$ cat src/core/led_seq_pkg.sv
/*
 * constants and carriers shared by the boost led sequencer and its
 * self-checking bench. assumes a single 125 MHz system clock.
 */
`default_nettype none

package led_seq_pkg;

    // ==================================================================
    // clock and timing
    localparam int CLK_MHZ          = 125;
    localparam int CNT_W            = 20;
    localparam int LOW_SHUTDOWN_US  = 2500;  // ctrl low time to shutdown
    localparam int SOFT_START_US    = 6500;  // reduced limit interval
    localparam int RAMP_STEP_NS     = 5000;  // reference ramp step period
    localparam int OFF_TIME_NS      = 200;   // fixed switch off-time
    localparam int SW_FREQ_KHZ      = 1200;  // nominal switching rate
    // least times round up
    localparam int LOW_SHUTDOWN_CYC = LOW_SHUTDOWN_US * CLK_MHZ;
    localparam int SOFT_START_CYC   = SOFT_START_US * CLK_MHZ;
    localparam int RAMP_STEP_CYC    = (RAMP_STEP_NS * CLK_MHZ + 999) / 1000;
    localparam int OFF_TIME_CYC     = (OFF_TIME_NS * CLK_MHZ + 999) / 1000;
    localparam int SW_PERIOD_CYC    = (CLK_MHZ * 1000) / SW_FREQ_KHZ;

    // ==================================================================
    // protection thresholds
    localparam logic [1:0]  OPEN_LED_CYCLES = 2'h3;
    localparam logic [7:0]  FOLD_START_C    = 8'h64;  // 100 C
    localparam logic [7:0]  HOT_TRIP_C      = 8'hA0;  // 160 C
    localparam logic [7:0]  HOT_HYST_C      = 8'h0F;  // 15 C
    localparam logic [7:0]  HOT_RELEASE_C   = HOT_TRIP_C - HOT_HYST_C;

    // ==================================================================
    // current limit and reference, in mA and mV
    localparam logic [11:0] LIMIT_NORMAL_MA = 12'h708;  // 1800
    localparam logic [11:0] LIMIT_START_MA  = 12'h2D0;  // 720
    localparam logic [11:0] FOLD_STEP_MA    = 12'h00A;  // per degree
    localparam logic [7:0]  REF_FULL_MV     = 8'hCC;    // 204
    localparam int          REF_FILT_SHIFT  = 17;       // about 1 ms at 125 MHz
    localparam int          REF_ACC_W       = 8 + REF_FILT_SHIFT;

    // ==================================================================
    // sequencer states
    typedef enum logic [3:0] {
        ST_OFF   = 4'b0001,
        ST_SOFT  = 4'b0010,
        ST_RUN   = 4'b0100,
        ST_FAULT = 4'b1000
    } seqState_e;

    // comparator flags from the analog side, all asynchronous
    typedef struct packed {
        logic ctrl;        // pwm dimming / enable pin above 1.2 V
        logic peak;        // inductor current reached the amplifier level
        logic overvoltage; // switch_node above overvoltage_threshold
        logic fbLow;       // feedback_sense below 30 mV
        logic supply_undervoltage_lockout;        // supply_undervoltage_lockout, hysteresis in comparator
    } compFlags_s;

endpackage

`default_nettype wire

$ cat src/core/boost_led_sequencer.sv
/*
 * enable, soft start, protection and dimming reference sequencer of a
 * single channel boost led driver. assumes analog comparators supply
 * the flags, an on-chip sensor supplies the junction temperature code
 * in this clock domain, and the analog loop consumes the limit, target
 * and gate outputs.
 */
`default_nettype none

// Function
// - switch on until peak current, then off for a fixed off-time
// - after enable, soft start with the reduced start-up current limit
// - after 6.5 ms restore normal limit, then ramp reference slowly up
// - open led: overvoltage with feedback below 30 mV for 3 cycles shuts down
// - after open led shutdown stay off until ctrl is toggled
// - shut down only after ctrl low continuously more than 2.5 ms
// - in shutdown the switch never switches and low power mode is set
// - ctrl held high regulates feedback to the full 204 mV reference
// - reference chopped by pwm, low-pass filtered, used as feedback target
// - supply undervoltage shuts down with switch off, restarts when cleared
// - above 100 C the current limit falls as temperature rises
// - above 160 C shut down, release after cooling by 15 C
// - activate when supply is good and ctrl is high, starting soft start
module boost_led_sequencer
    import led_seq_pkg::*;
#(
    parameter logic [CNT_W-1:0] LOW_SHUTDOWN_CYCLES = CNT_W'(LOW_SHUTDOWN_CYC),
    parameter logic [CNT_W-1:0] SOFT_START_CYCLES   = CNT_W'(SOFT_START_CYC),
    parameter logic [CNT_W-1:0] RAMP_STEP_CYCLES    = CNT_W'(RAMP_STEP_CYC),
    parameter logic [7:0]       OFF_CYCLES          = 8'(OFF_TIME_CYC)
) (
    // clock and reset
    input  wire logic                    clk_sys,
    input  wire logic                    srst,
    // analog comparators and temperature
    input  wire led_seq_pkg::compFlags_s compFlags,
    input  wire logic [7:0]              junctionTempC,
    // power stage control
    output logic                         switchGate,
    output logic [11:0]                  switchCurrentLimitMa,
    output logic [7:0]                   feedbackTargetMv,
    // status
    output logic                         softStartActive,
    output logic                         lowPowerMode,
    output logic                         openLedFault,
    output logic                         thermalShutdown
);
    import led_seq_pkg::*;

    // ==================================================================
    // input synchronisation
    compFlags_s flags;

    flag_sync #(.WIDTH($bits(compFlags_s))) uFlagSync (
        .clk_sys (clk_sys),
        .srst    (srst),
        .asyncIn (compFlags),
        .syncOut (flags)
    );

    // ==================================================================
    // ctrl low timer and thermal hysteresis
    logic [CNT_W-1:0] lowCnt;
    logic [CNT_W-1:0] next_lowCnt;
    logic             next_thermalShutdown;
    logic             lowShutdown;

    always_comb begin
        next_lowCnt = '0;
        if (!flags.ctrl) begin
            next_lowCnt = (lowCnt > LOW_SHUTDOWN_CYCLES) ? lowCnt : lowCnt + 1'b1;
        end
        next_thermalShutdown = thermalShutdown;
        if (junctionTempC > HOT_TRIP_C) begin
            next_thermalShutdown = 1'b1;
        end else if (junctionTempC <= HOT_RELEASE_C) begin
            next_thermalShutdown = 1'b0;
        end
    end

    // strictly more than the low time, so a pulse of exactly that length dims
    assign lowShutdown = (lowCnt > LOW_SHUTDOWN_CYCLES);

    always_ff @(posedge clk_sys) begin
        if (srst) begin
            lowCnt          <= '0;
            thermalShutdown <= 1'b0;
        end else begin
            lowCnt          <= next_lowCnt;
            thermalShutdown <= next_thermalShutdown;
        end
    end

    // ==================================================================
    // sequencer state machine
    seqState_e        state;
    seqState_e        next_state;
    logic [CNT_W-1:0] ssCnt;
    logic [CNT_W-1:0] next_ssCnt;
    logic             sawLow;
    logic             next_sawLow;
    logic             active;
    logic             stopReq;
    logic             startOk;
    logic             openLedTrip;

    assign active  = (state == ST_SOFT) || (state == ST_RUN);
    assign stopReq = lowShutdown || flags.supply_undervoltage_lockout || thermalShutdown;
    assign startOk = flags.ctrl && !flags.supply_undervoltage_lockout && !thermalShutdown;

    always_comb begin
        next_state  = state;
        next_ssCnt  = '0;
        next_sawLow = 1'b0;
        unique case (state)
            ST_OFF: begin
                if (startOk) begin
                    next_state = ST_SOFT;
                end
            end
            ST_SOFT, ST_RUN: begin
                if (state == ST_SOFT) begin
                    next_ssCnt = ssCnt + 1'b1;
                end
                if (stopReq) begin
                    next_state = ST_OFF;
                end else if (openLedTrip) begin
                    next_state = ST_FAULT;
                end else if (state == ST_SOFT && ssCnt == SOFT_START_CYCLES - 1'b1) begin
                    next_state = ST_RUN;
                end
            end
            ST_FAULT: begin
                // only a low then high on ctrl rearms the driver
                next_sawLow = sawLow || !flags.ctrl;
                if (sawLow && startOk) begin
                    next_state = ST_SOFT;
                end
            end
        endcase
    end

    always_ff @(posedge clk_sys) begin
        if (srst) begin
            state  <= ST_OFF;
            ssCnt  <= '0;
            sawLow <= 1'b0;
        end else begin
            state  <= next_state;
            ssCnt  <= next_ssCnt;
            sawLow <= next_sawLow;
        end
    end

    // ==================================================================
    // switching cycle and open led detection
    logic       offPhase;
    logic       next_offPhase;
    logic [7:0] offCnt;
    logic [7:0] next_offCnt;
    logic [1:0] ovpCnt;
    logic [1:0] next_ovpCnt;
    logic       next_switchGate;
    logic       cycleTick;

    // the peak flag carries sync latency; the off-time absorbs it
    assign cycleTick   = offPhase && (offCnt == 8'h01);
    assign openLedTrip = cycleTick && flags.overvoltage && flags.fbLow
                         && (ovpCnt == OPEN_LED_CYCLES - 2'h1);

    always_comb begin
        next_offPhase   = offPhase;
        next_offCnt     = offCnt;
        next_switchGate = switchGate;
        next_ovpCnt     = ovpCnt;
        if (!active || stopReq || openLedTrip) begin
            next_offPhase   = 1'b0;
            next_offCnt     = '0;
            next_switchGate = 1'b0;
            next_ovpCnt     = '0;
        end else if (!offPhase) begin
            next_switchGate = 1'b1;
            if (switchGate && flags.peak) begin
                next_switchGate = 1'b0;
                next_offPhase   = 1'b1;
                next_offCnt     = OFF_CYCLES;
            end
        end else begin
            next_offCnt = offCnt - 8'h01;
            if (cycleTick) begin
                next_offPhase   = 1'b0;
                next_switchGate = 1'b1;
                next_ovpCnt     = (flags.overvoltage && flags.fbLow) ? ovpCnt + 2'h1
                                                                     : 2'h0;
            end
        end
    end

    always_ff @(posedge clk_sys) begin
        if (srst) begin
            offPhase   <= 1'b0;
            offCnt     <= '0;
            ovpCnt     <= '0;
            switchGate <= 1'b0;
        end else begin
            offPhase   <= next_offPhase;
            offCnt     <= next_offCnt;
            ovpCnt     <= next_ovpCnt;
            switchGate <= next_switchGate;
        end
    end

    // ==================================================================
    // dimming reference: chop, low-pass, slow ramp after soft start
    logic [7:0]           chopRef;
    logic [REF_ACC_W-1:0] refAcc;
    logic [REF_ACC_W-1:0] next_refAcc;
    logic [7:0]           refFilt;
    logic [7:0]           ramp;
    logic [7:0]           next_ramp;
    logic [CNT_W-1:0]     rampCnt;
    logic [CNT_W-1:0]     next_rampCnt;
    logic [7:0]           next_feedbackTargetMv;

    assign chopRef = (active && flags.ctrl) ? REF_FULL_MV : 8'h00;
    assign refFilt = refAcc[REF_ACC_W-1:REF_FILT_SHIFT];

    always_comb begin
        // first order filter, settles exactly to the chopped mean
        next_refAcc  = refAcc + REF_ACC_W'(chopRef) - REF_ACC_W'(refFilt);
        next_ramp    = ramp;
        next_rampCnt = rampCnt;
        if (state != ST_RUN) begin
            next_ramp    = '0;
            next_rampCnt = '0;
        end else if (ramp != REF_FULL_MV) begin
            next_rampCnt = rampCnt + 1'b1;
            if (rampCnt == RAMP_STEP_CYCLES - 1'b1) begin
                next_rampCnt = '0;
                next_ramp    = ramp + 8'h01;
            end
        end
        next_feedbackTargetMv = (refFilt < ramp) ? refFilt : ramp;
    end

    always_ff @(posedge clk_sys) begin
        if (srst) begin
            refAcc           <= '0;
            ramp             <= '0;
            rampCnt          <= '0;
            feedbackTargetMv <= '0;
        end else begin
            refAcc           <= next_refAcc;
            ramp             <= next_ramp;
            rampCnt          <= next_rampCnt;
            feedbackTargetMv <= next_feedbackTargetMv;
        end
    end

    // ==================================================================
    // current limit, status outputs
    logic [11:0] foldDrop;
    logic [11:0] next_limit;

    always_comb begin
        foldDrop = '0;
        if (junctionTempC > FOLD_START_C) begin
            foldDrop = 12'(junctionTempC - FOLD_START_C) * FOLD_STEP_MA;
        end
        if (state == ST_SOFT) begin
            next_limit = LIMIT_START_MA;
        end else if (foldDrop >= LIMIT_NORMAL_MA - LIMIT_START_MA) begin
            next_limit = LIMIT_START_MA;
        end else begin
            next_limit = LIMIT_NORMAL_MA - foldDrop;
        end
    end

    always_ff @(posedge clk_sys) begin
        if (srst) begin
            switchCurrentLimitMa <= LIMIT_START_MA;
            softStartActive      <= 1'b0;
            lowPowerMode         <= 1'b1;
            openLedFault         <= 1'b0;
        end else begin
            switchCurrentLimitMa <= next_limit;
            softStartActive      <= (next_state == ST_SOFT);
            lowPowerMode         <= !((next_state == ST_SOFT) || (next_state == ST_RUN));
            openLedFault         <= (next_state == ST_FAULT);
        end
    end
endmodule // boost_led_sequencer

`default_nettype wire

$ cat src/core/flag_sync.sv
/*
 * three stage synchroniser for a vector of asynchronous flags.
 * assumes each bit is independent; a change is taken only once the
 * second and third stages agree, which also rejects single-edge glitches.
 */
`default_nettype none

module flag_sync #(
    parameter int WIDTH = 1
) (
    // clock and reset
    input  wire logic             clk_sys,
    input  wire logic             srst,
    // flags
    input  wire logic [WIDTH-1:0] asyncIn,
    output logic      [WIDTH-1:0] syncOut
);

    // ==================================================================
    // stages
    logic [WIDTH-1:0] stage1;
    logic [WIDTH-1:0] stage2;
    logic [WIDTH-1:0] stage3;
    logic [WIDTH-1:0] next_syncOut;

    always_comb begin
        for (int i = 0; i < WIDTH; i++) begin
            next_syncOut[i] = (stage2[i] == stage3[i]) ? stage3[i] : syncOut[i];
        end
    end

    always_ff @(posedge clk_sys) begin
        if (srst) begin
            stage1  <= '0;
            stage2  <= '0;
            stage3  <= '0;
            syncOut <= '0;
        end else begin
            stage1  <= asyncIn;
            stage2  <= stage1;
            stage3  <= stage2;
            syncOut <= next_syncOut;
        end
    end

endmodule // flag_sync

`default_nettype wire

$ cat config.mk
export PLATFORM = sky130hd
export DESIGN_NAME = boost_led_sequencer
export DESIGN_NICKNAME = d
export VERILOG_FILES = /design/src/core/led_seq_pkg.sv /design/src/core/boost_led_sequencer.sv /design/src/core/flag_sync.sv
export SDC_FILE = /design/constraint.sdc
export NUM_CORES = 1
export LEC_CHECK = 0
export BUFFER_PORTS_ARGS = -buffer_cell sky130_fd_sc_hd__buf_2
export CORE_ASPECT_RATIO = 1.1
export CORE_MARGIN = 5
export CORE_UTILIZATION = 60
export CTS_BUF_LIST = sky130_fd_sc_hd__clkbuf_2 sky130_fd_sc_hd__clkbuf_4 sky130_fd_sc_hd__clkbuf_8
export CTS_CLUSTER_DIAMETER = 80
export DETAILED_ROUTE_END_ITERATION = 6
export PLACE_DENSITY_LB_ADDON = 0.1
export SLEW_MARGIN = 20
export SYNTH_ARGS = -nofsm -noshare
export SYNTH_HDL_FRONTEND = slang
export SYNTH_SLANG_ARGS = --single-unit
$ cat constraint.sdc
create_clock -name clk_sys -period 10.9 [get_ports clk_sys]
set_clock_uncertainty 0.1 [all_clocks]
set_input_delay 0 -clock clk_sys [delete_from_list [all_inputs] [get_ports clk_sys]]
set_output_delay 0 -clock clk_sys [all_outputs]
set_load 0.05 [all_outputs]
==> impl_metrics.toml <==
[run_status]
status = "finished clean"

[yosys]
ys_seq_area_frac = 0.387
async_reset_ff_frac = 0
synthCells = 920
avgSynthCellArea_um2 = 8.60
ys_ff_latch = 153
syn-cell-area_mm2 = 0.00791
synth_cell_type_count = 65
synth_edf_count = 0
synth_flop_cell = "dfxtp_1"
synth.yosys.warnings = 0

[worst_hold_path]
whs_path_depth = 3
hold_path.class = "in2reg"
holdCritStartpoint = "srst"
whs_endpoint = "refAcc[3]$_SDFF_PP0_"

[grt]
grt_pass1_wl_um = 26900
antenna_found_initial = 0
grt-ovfl-total = 0
grt_pass1_vias = 6160
track_usage = 0.208
grt_max_degree = 65

[placed_design]
port_buffers = 38
dp.cells = 1099
routabilityCongestion = 0.831
postPlaceCellArea_mm2 = 0.00820
hpwl_um = 11100

[setup_path]
slowest_stage = "fa_1"
path_buf_inv = 1
r2r-end = "refAcc[23]$_SDFF_PP0_"
max_stage_delay_ps = 540
cp.arrival_ps = 4330
path_cells = "xnor2_1 -> nor3_1 -> nand2_1 -> fa_1 -> inv_1 -> fa_1 -> a21o_1 -> a21oi_1 -> o21a_1 -> nor2_1 -> o21a_1 -> a221oi_1 -> o21ai_0 -> xnor2_1 -> nor2_1"
crit_type = "reg2reg"
worstSetupStartpointType = "flip-flop"
worstPathRequired_ps = 11110
crit_start = "state[1]$_SDFF_PP0_"
r2r_setup_slack_ps = 6780
critical_path.top_delay_family = "compound AO/OA/AOI/OAI gates"
worstSetupEndpointType = "flip-flop"
cp_max_fo = 6
r2r_cells = 15
reg2reg_from = "state[1]$_SDFF_PP0_"

[layout]
syn_to_final_growth_pct = 9.90
drive_gt1_frac = 0.0939
stdcell_count = 1141
fin_util = 0.666
fin_area_mm2 = 0.00869
diodes = 0
nNetsFinal = 1050
n_fill_cell = 1114

[pwr]
swShare = 0.391
comb_power_share = 0.454
p_leak_nw = 3.53
p_seq_frac = 0.336
p_sw_w = 0.000771
p_int_w = 0.00120
power_density_mw_per_mm2 = 227
clkPwrFrac = 0.211
vdd_drop_max_v = 0.000198

[flow_run]
drv_cap = 0

[clocking]
path_clk_slew_ps = 80
cts_tree = "done"
root_buffer = "clkbuf_8"
htree_levels = 4
postCtsSetupBuffers = 0
cts_buffers = 17
clock-sinks = 153
ctsLongestPathBuffers = 2
clock_latency_ps = 460

[die]
rows = 44
fp.dieW_um = 119
die_area_mm2 = 0.0156
start_util = 0.606
die_height_um = 130
core_mm2 = 0.0130
ios = 40

[sta]
layout_min_cycle_time_ps = 4120
rsz0062_at_grt = "false"
period_share = 0.378
tns_ps = 0
worstMarginPinSlew_ps = 922
slew_headroom = 0.381
setup_viol_count_final = 0
slew_viol_final = 0
max_freq_mhz = 243
final_hold_viol_count = 0

[route]
antenna_left = 0
drtIter0Drc = 255
routed_wl_um = 15000
drt_first_pass_iters = 4
dr_total_vias = 6170
drc_errors = 0
wl_per_cell_um = 13.1
avgViaCountPerCell = 5.41
## logic make-up after synthesis
family,count (synthesis),synth area share
AND/OR/NAND/NOR,374,0.231
other,1,0.000474
buffers and inverters,81,0.0418
flip-flops,153,0.387
XOR/XNOR,96,0.106
AO/OA/AOI/OAI,138,0.109
adder cells (fa/ha/maj),68,0.113
multiplexers,9,0.0114
## sequential cells by signal, summed over array words and instances (netlist names), 8 cells and up
register,count
ssCnt,20
rampCnt,20
offCnt,8
lowCnt,20
refAcc,25
switchCurrentLimitMa,11
ramp,8
feedbackTargetMv,8
## placed cells by master, fill, tap and decap left out, types with 18 or more instances in the layout
cell        n
o21ai_0    31
buf_2      38
nor2_1    138
xnor2_1    41
dfxtp_1   153
ha_1       62
clkbuf_8   18
inv_1      59
nor3_1     21
a21oi_1    51
nor2b_1    23
nand3_1    42
xor2_1     55
nand2_1    66
## Yosys cell counts (all sizes together), types with 9 or more instances
| master | number | area (um^2) |
|---|---|---|
| a21o | 16 | 120 |
| a21oi | 52 | 264 |
| and3 | 14 | 90.1 |
| clkbuf | 16 | 61.3 |
| dfxtp | 153 | 3060 |
| ha | 62 | 776 |
| inv | 59 | 221 |
| mux2i | 9 | 90.1 |
| nand2 | 67 | 254 |
| nand2b | 10 | 62.6 |
| nand3 | 42 | 210 |
| nor2 | 138 | 518 |
| nor2b | 23 | 144 |
| nor3 | 21 | 105 |
| o21ai | 32 | 160 |
| or3 | 9 | 56.3 |
| xnor2 | 41 | 359 |
| xor2 | 55 | 482 |
## how the worst max path moves through the flow
stage | end | slack, ps | cells after the start
final | refAcc[23]$_SDFF_PP0_ | 6780 | 15
after global routing | refAcc[24]$_SDFF_PP0_ | 6510 | 15
after CTS | refAcc[23]$_SDFF_PP0_ | 6820 | 15
after detailed placement | refAcc[23]$_SDFF_PP0_ | 6840 | 15
after global placement | refAcc[23]$_SDFF_PP0_ | 6920 | 15
after floorplan | refAcc[23]$_SDFF_PP0_ | 7250 | 15
## timing repair
item,CTS,global route
endpoints found under the setup margin,0,0
gates resized for setup,0,0
hold buffers,10,0
endpoints found under the hold margin,13,0
## stage by stage
| step | hold WS, ps | setup WS (ps) | power (W) |
|---|---|---|---|
| after floorplan | 28.2 | 7250 | 0.00140 |
| after global placement | 111 | 6920 | 0.00154 |
| after detailed placement | 118 | 6840 | 0.00156 |
| after CTS | 47.1 | 6820 | 0.00199 |
| after global routing | 78.9 | 6510 | 0.00214 |
| final | 70.1 | 6780 | 0.00197 |
## power groups by stage
stage          Sequential [W]  Combinational [W]  Clock [W]
6_report             0.000662           0.000894   0.000415
5_1_grt              0.000670            0.00101   0.000456
4_1_cts              0.000663           0.000896   0.000428
3_5_place_dp         0.000676           0.000884          0
3_3_place_gp         0.000674           0.000861          0
2_1_floorplan        0.000719           0.000682          0
## per-layer routing
metal / vias up / part of all wire / global-route usage / wire (um)
met1: 2884 / 0.46 / 0.240 / 6820
met5: - / 0 / 0 / 0
met2: 61 / 0.51 / 0.384 / 7600
li1: 3205 / - / - / -
met4: 0 / 0.014 / 0.0728 / 210
met3: 20 / 0.023 / 0.0448 / 345
## layout make-up
cell class              instances  area, um^2  area share
inverters                      59         221      0.0255
clock buffers                  18         248      0.0285
repair buffers                 49         298      0.0343
clock inverters                14         141      0.0163
flip-flops and latches        153        3060       0.352
multi-input cells             687        4520       0.520
well taps                     161         201      0.0232
## tightest hold or removal path, stage by stage
cell and delay (ps):
buf_2 100, buf_4 300, nor2_1 160
(Power assumes the default switching activity.)
